### config.mk
export PLATFORM = sky130hd
export DESIGN_NAME = wse_top
export DESIGN_NICKNAME = d
export VERILOG_FILES = /design/src/wse_pkg.sv /design/src/wse_dec_if.sv /design/src/wse_top.sv /design/src/wse_decode.sv /design/src/wse_exec.sv
export SDC_FILE = /design/constraint.sdc
export NUM_CORES = 1
export LEC_CHECK = 0
export BUFFER_PORTS_ARGS = -buffer_cell sky130_fd_sc_hd__buf_4
export CORE_MARGIN = 1
export CORE_UTILIZATION = 45
export DETAILED_ROUTE_END_ITERATION = 12
export HOLD_SLACK_MARGIN = 0.15
export PLACE_DENSITY = 0.76
export SLEW_MARGIN = 10
export SYNTH_ARGS = -nofsm -noshare
export SYNTH_HDL_FRONTEND = slang
export SYNTH_HIERARCHICAL = 1
export SYNTH_SLANG_ARGS = --single-unit
### constraint.sdc
create_clock -name clk -period 2.64 [get_ports clk]
set_input_delay 0.132 -clock clk [delete_from_list [all_inputs] [get_ports clk]]
set_output_delay 0.132 -clock clk [all_outputs]
set_load 0.005 [all_outputs]
### src/wse_pkg.sv
package wse_pkg;

	// ----------------------------------------------------------------
	// instruction fields
	// ----------------------------------------------------------------
	localparam logic [5:0] OP_STORE_WORD_GPR   = 6'h2B;
	localparam logic [5:0] OP_STORE_WORD_FP    = 6'h39;
	localparam logic [5:0] OP_STORE_WORD_COP2  = 6'h3A;
	localparam logic [5:0] OP_EXTENDED_MAJOR   = 6'h1F;
	localparam logic [5:0] FN_STORE_WORD_USK   = 6'h1F;
	localparam logic [5:0] OP_FP_INDEXED       = 6'h13;
	localparam logic [5:0] FN_STORE_DWORD_IU   = 6'h0D;
	localparam logic [5:0] OP_R6_COP2_GROUP    = 6'h12;
	localparam logic [4:0] RS_R6_STORE_WORD_C2 = 5'h0B;

	localparam int OPC_HI    = 31;
	localparam int OPC_LO    = 26;
	localparam int FN_HI     = 5;
	localparam int FN_LO     = 0;
	localparam int BIT6_POS  = 6;
	localparam int OFF16_W   = 16;
	localparam int OFF11_W   = 11;
	localparam int OFF9_HI   = 15;
	localparam int OFF9_LO   = 7;
	localparam int OFF9_W    = 9;

	// ----------------------------------------------------------------
	// operation kinds and segment modes
	// ----------------------------------------------------------------
	typedef enum logic [2:0]
	{
		WSE_OP_NONE,
		WSE_OP_GPR,
		WSE_OP_FP,
		WSE_OP_COP2,
		WSE_OP_USK,
		WSE_OP_DWIU
	} wse_op_e;

	typedef enum logic [1:0]
	{
		// mapped for user only, unmapped for all, mapped for all
		WSE_SEG_MAP_USER,
		WSE_SEG_UNMAP_ALL,
		WSE_SEG_MAP_ALL,
		WSE_SEG_OTHER
	} wse_seg_e;

	// exception cause codes reported to the pipeline
	typedef enum logic [3:0]
	{
		WSE_EXC_NONE,
		WSE_EXC_TLB_REFILL,
		WSE_EXC_TLB_INVALID,
		WSE_EXC_TLB_MODIFIED,
		WSE_EXC_ADDR_ERROR,
		WSE_EXC_WATCH,
		WSE_EXC_COP_UNUSABLE,
		WSE_EXC_RESERVED_INSTR
	} wse_exc_e;

	localparam logic [31:0] ZERO_WORD = 32'h0000_0000;
	localparam logic [63:0] ZERO_DWORD = 64'h0000_0000_0000_0000;

endpackage

### src/wse_dec_if.sv
`timescale 1ns/1ps
interface wse_dec_if;
	logic                 valid;
	wse_pkg::wse_op_e     op;
	logic [31:0]          eff_addr;
	logic                 misaligned;
	logic                 reserved;
	logic                 cop_unusable;
	logic                 user_map;

	modport dec (output valid, op, eff_addr, misaligned, reserved, cop_unusable, user_map);
	modport exe (input valid, op, eff_addr, misaligned, reserved, cop_unusable, user_map);
endinterface

### src/wse_top.sv
// How it works
// - opcode 101011 decodes word store; address is base plus sign-extended 16-bit offset.
// - word store writes low 32 bits of the source register.
// - before release 6, nonzero low two address bits raise address error, no write.
// - release 6 accepts misaligned word stores in hardware.
// - word store faults: refill, invalid, modified, address error, watch only.
// - fp word store writes low 32 fp bits to base plus 16-bit offset.
// - fp stores also raise coprocessor-unusable; cop2 stores also raise coprocessor-unusable or reserved-instruction.
// - cop2 word store writes low 32 bits of the cop2 register.
// - cop2 offset is 11 bits in release 6, else 16, sign-extended.
// - user-space kernel store: 011111/011111, bit 6 zero, 9-bit offset.
// - it translates through user mapping for mapped-user segments.
// - it exists only when extended addressing is present.
// - it is legal only in kernel mode and permitted segment modes.
// - indexed doubleword store writes 64 bits to aligned base plus index.
// - indexed doubleword store is undefined in the 32-bit register model.
// - indexed doubleword store raises no address error.
`timescale 1ns/1ps
module wse_top
(
	// clock and reset
	input  wire logic              clk,
	input  wire logic              rst_n,
	// instruction and operands
	input  wire logic [31:0]       instr,
	input  wire logic              instr_valid,
	input  wire logic [31:0]       base_value,
	input  wire logic [31:0]       index_value,
	input  wire logic [31:0]       gpr_data,
	input  wire logic [63:0]       fpr_data,
	input  wire logic [31:0]       cop2_data,
	// configuration
	input  wire logic              release6_mode,
	input  wire logic              extended_addressing_present,
	input  wire logic              kernel_mode,
	input  wire logic              cop1_usable,
	input  wire logic              cop2_usable,
	input  wire logic              cop2_present,
	input  wire logic              fp_register_model_select,
	input  wire logic              fpu_is_64bit,
	input  wire wse_pkg::wse_seg_e target_segment_mode,
	// translation answer, same cycle as the request
	input  wire logic [31:0]       tlb_paddr,
	input  wire logic [2:0]        tlb_cacheability_attribute,
	input  wire logic              tlb_refill,
	input  wire logic              tlb_invalid,
	input  wire logic              tlb_page_clean,
	input  wire logic              watch_match,
	// translation request
	output logic [31:0]            xlat_vaddr,
	output logic                   xlat_user_map,
	// memory write
	output logic                   mem_write,
	output logic [31:0]            mem_paddr,
	output logic [2:0]             mem_cacheability_attribute,
	output logic [63:0]            mem_data,
	output logic [7:0]             mem_byte_en,
	output logic                   mem_dword,
	// exception report
	output logic                   exc_valid,
	output wse_pkg::wse_exc_e      exc_code
);
	wse_dec_if         dec_bus ();
	wse_pkg::wse_exc_e exc_now;
	logic [63:0]       data_now;
	logic [31:0]       paddr_now;

	wse_decode u_decode
	(
		.instr                       (instr),
		.instr_valid                 (instr_valid),
		.base_value                  (base_value),
		.index_value                 (index_value),
		.release6_mode               (release6_mode),
		.extended_addressing_present (extended_addressing_present),
		.kernel_mode                 (kernel_mode),
		.cop1_usable                 (cop1_usable),
		.cop2_usable                 (cop2_usable),
		.fp_register_model_select    (fp_register_model_select),
		.fpu_is_64bit                (fpu_is_64bit),
		.cop2_present                (cop2_present),
		.target_segment_mode         (target_segment_mode),
		.d                           (dec_bus)
	);

	wse_exec u_exec
	(
		.d              (dec_bus),
		.tlb_refill     (tlb_refill),
		.tlb_invalid    (tlb_invalid),
		.tlb_page_clean (tlb_page_clean),
		.watch_match    (watch_match),
		.exc_code       (exc_now)
	);

	// ----------------------------------------------------------------
	// data selection
	// ----------------------------------------------------------------
	always_comb
	begin
		data_now  = wse_pkg::ZERO_DWORD;
		paddr_now = tlb_paddr;
		case (dec_bus.op)
			wse_pkg::WSE_OP_GPR:  data_now = {wse_pkg::ZERO_WORD, gpr_data};
			wse_pkg::WSE_OP_USK:  data_now = {wse_pkg::ZERO_WORD, gpr_data};
			wse_pkg::WSE_OP_FP:   data_now = {wse_pkg::ZERO_WORD, fpr_data[31:0]};
			wse_pkg::WSE_OP_COP2: data_now = {wse_pkg::ZERO_WORD, cop2_data};
			wse_pkg::WSE_OP_DWIU:
			begin
				data_now  = fpr_data;
				paddr_now = {tlb_paddr[31:3], 3'b000};
			end
			default: data_now = wse_pkg::ZERO_DWORD;
		endcase
	end

	// translation request is combinational to meet the same-cycle answer
	assign xlat_vaddr    = dec_bus.eff_addr;
	assign xlat_user_map = dec_bus.user_map;

	// ----------------------------------------------------------------
	// memory write stage
	// ----------------------------------------------------------------
	always_ff @(posedge clk or negedge rst_n)
	begin
		if (!rst_n)
		begin
			mem_write                  <= 1'b0;
			mem_paddr                  <= wse_pkg::ZERO_WORD;
			mem_cacheability_attribute <= 3'h0;
			mem_data                   <= wse_pkg::ZERO_DWORD;
			mem_byte_en                <= 8'h00;
			mem_dword                  <= 1'b0;
		end
		else
		begin
			// faulted stores leave the memory untouched, no partial lanes
			mem_write <= dec_bus.valid && exc_now == wse_pkg::WSE_EXC_NONE;
			if (dec_bus.valid && exc_now == wse_pkg::WSE_EXC_NONE)
			begin
				mem_paddr                  <= paddr_now;
				mem_cacheability_attribute <= tlb_cacheability_attribute;
				mem_data                   <= data_now;
				mem_dword                  <= (dec_bus.op == wse_pkg::WSE_OP_DWIU);
				mem_byte_en                <= (dec_bus.op == wse_pkg::WSE_OP_DWIU)
					? 8'hFF : 8'h0F;
			end
			else
				mem_byte_en <= 8'h00;
		end
	end

	// ----------------------------------------------------------------
	// exception report
	// ----------------------------------------------------------------
	always_ff @(posedge clk or negedge rst_n)
	begin
		if (!rst_n)
		begin
			exc_valid <= 1'b0;
			exc_code  <= wse_pkg::WSE_EXC_NONE;
		end
		else
		begin
			exc_valid <= dec_bus.valid && exc_now != wse_pkg::WSE_EXC_NONE;
			exc_code  <= exc_now;
		end
	end
endmodule

### src/wse_decode.sv
`timescale 1ns/1ps
module wse_decode
(
	// instruction and operands
	input  wire logic [31:0]      instr,
	input  wire logic             instr_valid,
	input  wire logic [31:0]      base_value,
	input  wire logic [31:0]      index_value,
	// configuration
	input  wire logic             release6_mode,
	input  wire logic             extended_addressing_present,
	input  wire logic             kernel_mode,
	input  wire logic             cop1_usable,
	input  wire logic             cop2_usable,
	input  wire logic             fp_register_model_select,
	input  wire logic             fpu_is_64bit,
	input  wire logic             cop2_present,
	input  wire wse_pkg::wse_seg_e target_segment_mode,
	// decoded result
	wse_dec_if.dec                d
);
	logic [5:0]  opc;
	logic [5:0]  fn;
	logic [31:0] off16_sx;
	logic [31:0] off11_sx;
	logic [31:0] off9_sx;
	logic        seg_ok;

	assign opc      = instr[wse_pkg::OPC_HI:wse_pkg::OPC_LO];
	assign fn       = instr[wse_pkg::FN_HI:wse_pkg::FN_LO];
	assign off16_sx = {{(32-wse_pkg::OFF16_W){instr[15]}}, instr[15:0]};
	assign off11_sx = {{(32-wse_pkg::OFF11_W){instr[10]}}, instr[10:0]};
	assign off9_sx  = {{(32-wse_pkg::OFF9_W){instr[wse_pkg::OFF9_HI]}},
		instr[wse_pkg::OFF9_HI:wse_pkg::OFF9_LO]};
	assign seg_ok   = (target_segment_mode != wse_pkg::WSE_SEG_OTHER);

	always_comb
	begin
		d.valid        = 1'b0;
		d.op           = wse_pkg::WSE_OP_NONE;
		d.eff_addr     = wse_pkg::ZERO_WORD;
		d.reserved     = 1'b0;
		d.cop_unusable = 1'b0;
		d.user_map     = 1'b0;
		if (instr_valid && opc == wse_pkg::OP_STORE_WORD_GPR)
		begin
			d.valid    = 1'b1;
			d.op       = wse_pkg::WSE_OP_GPR;
			d.eff_addr = base_value + off16_sx;
		end
		else if (instr_valid && opc == wse_pkg::OP_STORE_WORD_FP && !release6_mode)
		begin
			d.valid        = 1'b1;
			d.op           = wse_pkg::WSE_OP_FP;
			d.eff_addr     = base_value + off16_sx;
			d.cop_unusable = !cop1_usable;
		end
		else if (instr_valid && !release6_mode && opc == wse_pkg::OP_STORE_WORD_COP2)
		begin
			d.valid        = 1'b1;
			d.op           = wse_pkg::WSE_OP_COP2;
			d.eff_addr     = base_value + off16_sx;
			d.reserved     = !cop2_present;
			d.cop_unusable = cop2_present && !cop2_usable;
		end
		else if (instr_valid && release6_mode && opc == wse_pkg::OP_R6_COP2_GROUP
			&& instr[25:21] == wse_pkg::RS_R6_STORE_WORD_C2)
		begin
			d.valid        = 1'b1;
			d.op           = wse_pkg::WSE_OP_COP2;
			d.eff_addr     = base_value + off11_sx;
			d.reserved     = !cop2_present;
			d.cop_unusable = cop2_present && !cop2_usable;
		end
		else if (instr_valid && opc == wse_pkg::OP_EXTENDED_MAJOR
			&& fn == wse_pkg::FN_STORE_WORD_USK && !instr[wse_pkg::BIT6_POS])
		begin
			d.valid    = 1'b1;
			d.op       = wse_pkg::WSE_OP_USK;
			d.eff_addr = base_value + off9_sx;
			// absent feature, user mode or a foreign segment mode all refuse
			d.reserved = !extended_addressing_present || !kernel_mode || !seg_ok;
			d.user_map = (target_segment_mode == wse_pkg::WSE_SEG_MAP_USER);
		end
		else if (instr_valid && !release6_mode && opc == wse_pkg::OP_FP_INDEXED
			&& fn == wse_pkg::FN_STORE_DWORD_IU)
		begin
			d.valid        = 1'b1;
			d.op           = wse_pkg::WSE_OP_DWIU;
			d.eff_addr     = base_value + index_value;
			// 32-bit model is unpredictable: refused here as a safe choice
			d.reserved     = !fpu_is_64bit || !fp_register_model_select;
			d.cop_unusable = !cop1_usable;
		end
	end

	// alignment: doubleword form ignores low bits, release 6 fixes it up
	assign d.misaligned = (d.op != wse_pkg::WSE_OP_DWIU) && !release6_mode
		&& (d.eff_addr[1:0] != 2'b00);
endmodule

### src/wse_exec.sv
`timescale 1ns/1ps
module wse_exec
(
	// decoded request
	wse_dec_if.exe                d,
	// translation result
	input  wire logic             tlb_refill,
	input  wire logic             tlb_invalid,
	input  wire logic             tlb_page_clean,
	input  wire logic             watch_match,
	// classification
	output wse_pkg::wse_exc_e     exc_code
);
	always_comb
	begin
		exc_code = wse_pkg::WSE_EXC_NONE;
		if (!d.valid)
			exc_code = wse_pkg::WSE_EXC_NONE;
		else if (d.reserved)
			exc_code = wse_pkg::WSE_EXC_RESERVED_INSTR;
		else if (d.cop_unusable)
			exc_code = wse_pkg::WSE_EXC_COP_UNUSABLE;
		else if (d.misaligned)
			exc_code = wse_pkg::WSE_EXC_ADDR_ERROR;
		else if (tlb_refill)
			exc_code = wse_pkg::WSE_EXC_TLB_REFILL;
		else if (tlb_invalid)
			exc_code = wse_pkg::WSE_EXC_TLB_INVALID;
		else if (tlb_page_clean)
			exc_code = wse_pkg::WSE_EXC_TLB_MODIFIED;
		else if (watch_match)
			exc_code = wse_pkg::WSE_EXC_WATCH;
	end
endmodule

# Yosys cells after proc, flatten, opt, wreduce, memory -nomap -nowiden
# Index checks and enable logic that the tools add are counted.
# op_classes
addsub	4
eq_ne	16
n_mux	47
reduce_logical	36
# op_table
cell	n
64-bit case mux with 4 select lines	1
32-bit two-way mux	6
32-bit adder	4
4-bit two-way mux	7
6-bit by 5-bit equality test with 1-bit output (second input constant)	4
3-bit two-way mux	8
1-bit two-way mux	23
6-bit equality test (second input constant)	3
1-bit logical AND	18
8-bit two-way mux	2
1-bit logical NOT	10
3-bit by 2-bit equality test with 1-bit output (second input constant)	2
3-bit equality test (second input constant)	2
6-bit by 4-bit equality test with 1-bit output (second input constant)	1
5-bit by 4-bit equality test with 1-bit output (second input constant)	1
4-bit logical NOT	1
4-bit nonzero test	1
3-bit by 1-bit equality test with 1-bit output (second input constant)	1
1-bit logical OR	3
3-bit != test (second input constant)	1
2-bit logical NOT	1
2-bit != test (second input constant)	1
2-bit nonzero test	1
2-bit OR reduction	1
# word_totals
regBits	114
in_bits	276
out_inout_bits	147
elab_cells	111

# Longest topological paths before layout
# Gate-level depths: netlist of the first run.
# depth
ltp_word	20
depth_mapped	18
depth_no_buf	14

# Modules after synthesis
# The synthesis of the first run kept the hierarchy.
# modules_own_cells
module	n_inst	cells_each	area_each_um2	seq_area_each_um2
wse_decode	1	964	6826.5	0.0
wse_top	1	539	5531.6	2677.6
wse_exec	1	12	80.1	0.0

# Least setup slack after synthesis of the first run
# No wires, ideal clock.
# synth_path
path_type	input to register
start	input instr[31]
end	register mem_cacheability_attribute[0]
setup_time_ns	0.128
arrival_time_ns	3.468
setup_slack_ns	-0.956
cell_stages	15
path_buffers	3
cell_sequence	nand3b_2 > or4_4 > or4_4 > buf_6 > nand2_4 > a21oi_1 > o21ai_2 > o211a_1 > nor3_1 > o31a_1 > nor4_4 > and2_1 > buf_4 > buf_4 > mux2_1
# synth_via
elab_cells_between_ends	57
classes_between	eq/ne (7); mux (34); reduce/logical (16)
# synth_lines
element	line	text
start: declaration	wse_top.sv:25	input wire logic [31:0] instr,
6-bit by 5-bit equality test with 1-bit output, on equally long branches	wse_decode.sv:85, wse_decode.sv:75	
1-bit logical AND, on equally long branches	wse_decode.sv:85, wse_decode.sv:75	
1-bit logical AND, on equally long branches	wse_decode.sv:86, wse_decode.sv:76	
32-bit two-way mux / 1-bit logical AND (equally long branches)	wse_decode.sv:85, wse_decode.sv:76	
32-bit two-way mux	wse_decode.sv:75	else if (instr_valid && opc == wse_pkg::OP_EXTENDED_MAJOR
32-bit two-way mux	wse_decode.sv:66	else if (instr_valid && release6_mode && opc == wse_pkg::OP_R6_COP2_GROUP
32-bit two-way mux	wse_decode.sv:58	else if (instr_valid && !release6_mode && opc == wse_pkg::OP_STORE_WORD_COP2)
32-bit two-way mux	wse_decode.sv:51	else if (instr_valid && opc == wse_pkg::OP_STORE_WORD_FP && !release6_mode)
[... 1 more ...]	-	
net xlat_vaddr[1]	wse_top.sv:50	output logic [31:0] xlat_vaddr,
[... 2 more ...]	-	
net dec_bus.misaligned	wse_dec_if.sv:6	logic misaligned;
4-bit two-way mux *	wse_exec.sv:23	else if (d.misaligned)
4-bit two-way mux *	wse_exec.sv:21	else if (d.cop_unusable)
4-bit two-way mux *	wse_exec.sv:19	else if (d.reserved)
4-bit two-way mux *	wse_exec.sv:17	if (!d.valid)
net exc_now[1]	wse_top.sv:64	wse_pkg::wse_exc_e exc_now;
4-bit logical NOT *	wse_top.sv:139	if (dec_bus.valid && exc_now == wse_pkg::WSE_EXC_NONE)
1-bit logical AND *	wse_top.sv:139	
end signal: assignment	wse_top.sv:142	mem_cacheability_attribute <= tlb_cacheability_attribute;
end: declaration	wse_top.sv:55	output logic [2:0] mem_cacheability_attribute,
# Mark *: on every way through the listed nets, which the timed path passes. The rest lies on a longest branch.
# A chain may end at the register's enable or synchronous reset.

# Worst setup path in the final report of the first run
# layout_path
start	input instr[23]
end	register mem_paddr[18]
# layout_via
elab_chain_len	15
elab_cells_between_ends	32
classes_between	eq/ne (2); mux (24); reduce/logical (6)
# layout_lines
element	line	text
5-bit by 4-bit equality test with 1-bit output *	wse_decode.sv:67	&& instr[25:21] == wse_pkg::RS_R6_STORE_WORD_C2)
1-bit logical AND *	wse_decode.sv:67	
3-bit two-way mux	wse_decode.sv:66	
3-bit two-way mux	wse_decode.sv:58	
3-bit two-way mux	wse_decode.sv:51	
3-bit two-way mux	wse_decode.sv:45	if (instr_valid && opc == wse_pkg::OP_STORE_WORD_GPR)
3-bit != test	wse_decode.sv:98	assign d.misaligned = (d.op != wse_pkg::WSE_OP_DWIU) && !release6_mode
1-bit logical AND	wse_decode.sv:98	
1-bit logical AND *	wse_decode.sv:99	&& (d.eff_addr[1:0] != 2'b00);
net dec_bus.misaligned	wse_dec_if.sv:6	
4-bit two-way mux *	wse_exec.sv:23	
4-bit two-way mux *	wse_exec.sv:21	
4-bit two-way mux *	wse_exec.sv:19	
4-bit two-way mux *	wse_exec.sv:17	
net exc_now[0]	wse_top.sv:64	
4-bit logical NOT *	wse_top.sv:139	
1-bit logical AND *	wse_top.sv:139	
end signal: assignment	wse_top.sv:129	mem_paddr <= wse_pkg::ZERO_WORD;
end signal: assignment	wse_top.sv:141	mem_paddr <= paddr_now;
end: declaration	wse_top.sv:54	output logic [31:0] mem_paddr,
# Marked as above.

==> impl_metrics.yaml, run 1 <==
run_status:
  outcome: "finished, violations left"
  failed_checks: "setup timing"
critical_path:
  r2r_cells: 1
  reg2reg_from: "mem_paddr[18]$_DFFE_PN0P_"
  arrival_ns: 3.41
  crit_type: "input port to flip-flop"
  cp_max_fo: 7
  reg2reg_setup_slack_ns: 1.75
  r2r_end: "mem_paddr[18]$_DFFE_PN0P_"
  cp-start-kind: "input port"
  crit_required_ns: 2.87
  cp-end-kind: "flip-flop"
sta:
  min_period_over_period_pct: 120
  fin_skew_ns: 0
  grt_setup_unrepaired: "true"
  setup_tns_ns: -45.01
  fin_ws_ns: -0.532
  tightest_slew_ns: 0.637
  fin_crit_ns: 3.17
  maxSlewHeadroom_pct: 57.5
  finalMaxSlewViolations: 0
  clock.fmax_mhz: 315
  setup_viol: 125
  finalHoldViolations: 0
placement:
  detailedPlace.worstSlack_ns: -0.869
  placedCellCount: 2499
  post-dp-hpwl_mm: 42.4
  io_buffers: 417
  gp_congestion: 0.990
power:
  p_leak_nw: 10.1
  peakVddDrop_mv: 0.384
  p_sw_share_pct: 38.0
  pwr-share-seq_pct: 26.7
  p_sw_mw: 3.11
  comb_power_share_pct: 56.4
  power.internal_mw: 5.08
  clkPwrFrac_pct: 16.9
  pwr_density_cell_nw_per_um2: 365
synthesis:
  synth_cell_types: 105
  synth-edff-count: 0
  synth.ff_latch_count: 107
  syn_area_sq_um: 12400
  dominantRegCellSynth: "dfrtp_1"
  async_reset_ff_share_pct: 100
  synth_xor_area_share_pct: 6.06
  yosys-top-cells-count: "161 x a21oi_1, 115 x nand2_1, 107 x dfrtp_1, 104 x o21ai_0, 97 x ha_1"
  synthMuxAreaShare_pct: 9.19
  synth_compound_area_share_pct: 31.4
  synth.top_cell.area_share_pct: 21.5
  yosysTopAreaCell: "dfrtp_1"
  synth_adder_area_share_pct: 10.2
  synth_top_family_by_area: "compound AO/OA/AOI/OAI gates"
  syn_inst: 1515
  synthTopCellsByArea: "dfrtp_1 22%, ha_1 9.8%, a21oi_1 6.5%, o21ai_0 4.2%, mux2_2 4.1%"
  ys.warnings.count: 6
  ys_seq_area_share_pct: 21.5
  syn_nets: 1891
  synth.avg_cell_area_sq_um: 8.21
  synthSimpleGateAreaFrac_pct: 16.0
  yosysMostFrequentCell: "a21oi_1"
detailed_routing:
  drtPass1Iterations: 7
  drc: 0
  detail_route.wl_per_cell_um: 23.8
  drt_iter0_markers: 1585
  ant_nets: 0
  dr_total_vias: 16689
  viasPerCell: 6.22
  wl_mm: 63.8
floorplan:
  io_pins: 423
  die_area_sq_um: 28300
  coreArea_sq_um: 27000
  start_util_pct: 46.0
  rows: 60
  chipHeight_um: 168
  die_x_um: 168
clock_tree:
  path_clk_slew_ns: 0.08
  cts_max_path_buffers: 2
  cts_made_buffers: 9
  h-tree-depth: 3
  clk_latency_ns: 0.35
  cts_tree: "yes"
  cts_root_buffer: "clkbuf_16"
  cts.sinks: 107
final_layout:
  fin_cells: 2685
  post-route-util_pct: 83.0
  fillCellCount: 1589
  drive_gt1_share_pct: 51.0
  area_delta_synth_final_pct: 80.3
  layout.nets: 2714
grt:
  grt_pass1_vias: 16578
  grt_max_degree: 78
  track_usage_pct: 41.8
  grt_pass1_wl_mm: 91.8
  grt_antenna_before_repair: 2
  grt.overflow.total: 0
flow_run:
  maxCapViolations: 0
min_path:
  hold_end: "mem_data[16]$_DFFE_PN0P_"
  hp-start: "cop2_data[16]"
  worstHoldPathType: "input port to flip-flop"
  worstHoldPathCells: 4
what timing repair did:
item,CTS,global route
gates cloned,16,2
hold buffers,68,0
endpoints found under the hold margin,97,0
pin swaps,98,125
resized for setup,244,200
setup endpoints to repair,126,130
buffers inserted,69,34
kinds of logic after synthesis:
kind of cell               after synthesis
other                                    1
muxes                                  106
adders and majority gates              100
and+or+nand+nor                        381
DFF                                    107
xor gates and xnor gates                86
buffers and inverters                  161
AOI/OAI and AO/OA                      573
worst max-delay path, cell delays in order:
cell	delay (ns)
buf_4	0.10
nand2b_1	0.21
or4_4	0.46
or4_4	0.45
nand2_4	0.11
a21oi_4	0.06
o21ai_2	0.07
o211a_1	0.22
nor2_1	0.08
o21ai_2	0.19
a21oi_2	0.10
nor4_4	0.32
and2_4	0.23
buf_12	0.14
buf_6	0.14
mux2_2	0.37
layout make-up:
type	instances	area, sq um	area share [%]
Multi-Input combinational cell	1247	10900	48.5
Timing Repair Buffer	913	7930	35.3
Sequential cell	107	2680	11.9
Tap cell	341	427	1.90
Clock buffer	10	239	1.07
Inverter	60	225	1.00
Clock inverter	6	56.3	0.251
Antenna cell	1	2.50	0.0112
sequential cells by signal, indices dropped and copies added, names as in the netlist:
register and flops:
mem_data 64, mem_byte_en 2, mem_paddr 32, mem_cacheability_attribute 3, exc_code 4, exc_valid 1, mem_dword 1
metrics by stage:
| stage | power (mW) | cell area, sq um | hold WS, ns |
|---|---|---|---|
| after global routing | 8.50 | 22400 | 0.218 |
| after detailed placement | 5.71 | 18200 | 0.0909 |
| after CTS | 7.57 | 21200 | 0.210 |
| final | 8.18 | 22400 | 0.212 |
| after global placement | 5.63 | 18200 | 0.0935 |
| after floorplan | 3.76 | 12500 | -0.164 |
worst max-delay path by stage:
stage                          from                                        end  slack [ns]  cells past startpoint
final                     instr[23]                  mem_paddr[18]$_DFFE_PN0P_       -0.53                     16
after global routing      instr[31]                  mem_paddr[18]$_DFFE_PN0P_       -0.56                     16
after CTS                 instr[31]                  mem_paddr[23]$_DFFE_PN0P_       -0.40                     15
after detailed placement  instr[31]                    mem_data[7]$_DFFE_PN0P_       -0.87                     14
after global placement    instr[31]                  mem_paddr[21]$_DFFE_PN0P_       -0.70                     14
after floorplan           instr[31]  mem_cacheability_attribute[0]$_DFFE_PN0P_       -0.71                     15
cell usage in the layout (no fill, tap or decap), drive strengths merged, types with 32 or more instances in the layout:
master / count
dfrtp: 107
nor2: 66
nand2: 116
dlygate4sd3: 68
mux2: 66
xor2: 32
a31oi: 44
a21oi: 168
a211o: 35
nand4: 48
xnor2: 54
a21o: 49
mux2i: 40
o21ai: 121
inv: 62
buf: 843
ha: 97
power groups by stage:
| stage | Clock [mW] | Combinational [mW] | Sequential (mW) |
|---|---|---|---|
| CTS | 1.36 | 4.06 | 2.15 |
| global placement | 0 | 3.48 | 2.16 |
| global route | 1.44 | 4.86 | 2.20 |
| finish | 1.38 | 4.62 | 2.19 |
| detailed placement | 0 | 3.55 | 2.16 |
| floorplan | 0 | 1.60 | 2.15 |
per-layer routing:
metal  global-route usage (%)  vias up  wire (um)
met3                     11.0      337       5950
met2                     69.8     1106      29800
li1                         -     7365          -
met1                     48.2     7879      23400
met4                     24.4        2       4660
met5                        0        -          9
No activity file was read; power rests on OpenSTA's default activity.
==> inputs of run 2 (changes only) <==
GPL_TIMING_DRIVEN = 0   (was unset)
==> impl_metrics.yaml, run 2 (synthesis results as in run 1) <==
floorplan:
  rows: 60
  chipHeight_um: 168
  coreArea_sq_um: 27000
  die_area_sq_um: 28300
  die_x_um: 168
  io_pins: 423
  start_util_pct: 46.0
placement:
  detailedPlace.worstSlack_ns: -2.04
  post-dp-hpwl_mm: 41.0
  io_buffers: 417
  gp_congestion: 0.986
detailed_routing:
  wl_mm: 60.5
  drt_iter0_markers: 1425
  viasPerCell: 6.38
  detail_route.wl_per_cell_um: 24.5
  drtPass1Iterations: 7
  dr_total_vias: 15775
  drc: 0
  ant_nets: 0
grt:
  grt_antenna_before_repair: 8
  grt_pass1_wl_mm: 87.7
  grt_pass1_vias: 15457
  grt.overflow.total: 0
  grt_max_degree: 108
  track_usage_pct: 40.0
sta:
  setup_viol: 125
  finalHoldViolations: 0
  fin_ws_ns: -0.635
  finalMaxSlewViolations: 0
  fin_crit_ns: 3.28
  grt_setup_unrepaired: "true"
  fin_skew_ns: 0
  min_period_over_period_pct: 124
  maxSlewHeadroom_pct: 30.1
  setup_tns_ns: -57.74
  clock.fmax_mhz: 305
  hold_ws_ns: 0.170
  tightest_slew_ns: 1.05
power:
  p_sw_mw: 3.01
  pwr_density_cell_nw_per_um2: 381
  comb_power_share_pct: 53.9
  clkPwrFrac_pct: 18.5
  pwr-share-seq_pct: 27.6
  p_sw_share_pct: 38.3
  p_leak_nw: 8.92
  finalPower_mw: 7.87
  peakVddDrop_mv: 0.398
  power.internal_mw: 4.86
clock_tree:
  cts_tree: "yes"
  cts_max_path_buffers: 2
  path_clk_slew_ns: 0.09
  cts_root_buffer: "clkbuf_16"
  cts.sinks: 107
  h-tree-depth: 3
  clk_latency_ns: 0.35
  cts_made_buffers: 9
final_layout:
  layout.nets: 2493
  area_delta_synth_final_pct: 66.2
  layout_common_cells: "492 x buf_4, 127 x a21oi_1, 108 x nand2_1"
  largest_register_ffs: 64
  drive_gt1_share_pct: 44.9
  largest-register: "mem_data"
  reg_top3: "mem_data (64), mem_paddr (32), exc_code (4)"
  mostFrequentLayoutCell: "buf_4"
run_status:
  outcome: "finished, violations left"
  failed_checks: "setup timing"
critical_path:
  cp-start-kind: "input port"
  reg2reg_setup_slack_ns: 1.78
  crit_type: "input port to flip-flop"
  arrival_ns: 3.52
  cp-end-kind: "flip-flop"
  reg2reg_from: "mem_paddr[9]$_DFFE_PN0P_"
  cp_max_fo: 7
  r2r_cells: 1
  r2r_end: "mem_paddr[9]$_DFFE_PN0P_"
  crit_required_ns: 2.88
min_path:
  worstHoldPathCells: 3
  hp-start: "watch_match"
  hold_end: "exc_code[0]$_DFF_PN0_"
  worstHoldPathType: "input port to flip-flop"
flow_run:
  maxCapViolations: 0
## run 2: area by class of cell
type / count / area (sq um)
Tap cell: 341 / 427
Timing Repair Buffer: 613 / 5310
Clock inverter: 7 / 83.8
Fill cell: 1843 / 6350
Sequential cell: 107 / 2680
Antenna cell: 8 / 20.0
Buffer: 79 / 619
Inverter: 60 / 225
Clock buffer: 9 / 225
Multi-Input combinational cell: 1247 / 11100
## run 2: critical path, stage by stage
cell and delay, ns:
buf_8 0.10, nand3b_4 0.16, or4_4 0.49, or4_4 0.49, nand2_8 0.12, nand2_2 0.08, nand2_4 0.08, o211a_1 0.22
nor3_2 0.06, o31a_1 0.28, nor4_4 0.38, and2_4 0.26, buf_12 0.16, clkbuf_16 0.16, mux2_4 0.31
## run 2: power by group through the flow
stage	Combinational (mW)	Sequential, mW	Clock [mW]
after floorplan	1.60	2.15	0
after global placement	2.99	2.14	0
after detailed placement	3.04	2.15	0
after CTS	3.74	2.13	1.44
after global routing	4.47	2.20	1.53
final	4.24	2.17	1.46
## run 2: stage by stage
step                      area [sq um]  instances  util, %
final                            20700       2471     76.5
after global routing             20700       2469     76.5
after CTS                        19600       2430     72.5
after detailed placement         16100       2273     59.5
after global placement           16100       2273     59.5
after floorplan                  12500       1515        -
## run 2: what timing repair did
action	4_1_cts	5_1_grt
gates resized for setup	387	158
hold buffers	69	0
buffers inserted	77	44
endpoints found under the setup margin	130	125
endpoints found under the hold margin	175	0
gates cloned	12	4
pin swaps	135	112
## run 2: routing by layer
layer	routed length (um)	track usage, %	share of wire (%)	vias up
met5	27	0	0.045	-
met4	3740	21.6	6.2	4
met3	5560	8.91	9.2	255
met2	28300	65.6	47	1007
met1	22900	48.7	38	7576
li1	-	-	-	6933
## run 2: worst max path at each step
stage               startpoint  slack [ns]  cells past startpoint                                        end
CTS                  instr[31]       -0.66                     16                      mem_dword$_DFFE_PN0P_
floorplan            instr[31]       -0.71                     15  mem_cacheability_attribute[0]$_DFFE_PN0P_
global route         instr[31]       -0.70                     15                   mem_paddr[7]$_DFFE_PN0P_
finish               instr[31]       -0.64                     15                   mem_paddr[7]$_DFFE_PN0P_
global placement     instr[31]       -1.92                     17                   mem_data[20]$_DFFE_PN0P_
detailed placement   instr[28]       -2.04                     15                    mem_data[0]$_DFFE_PN0P_
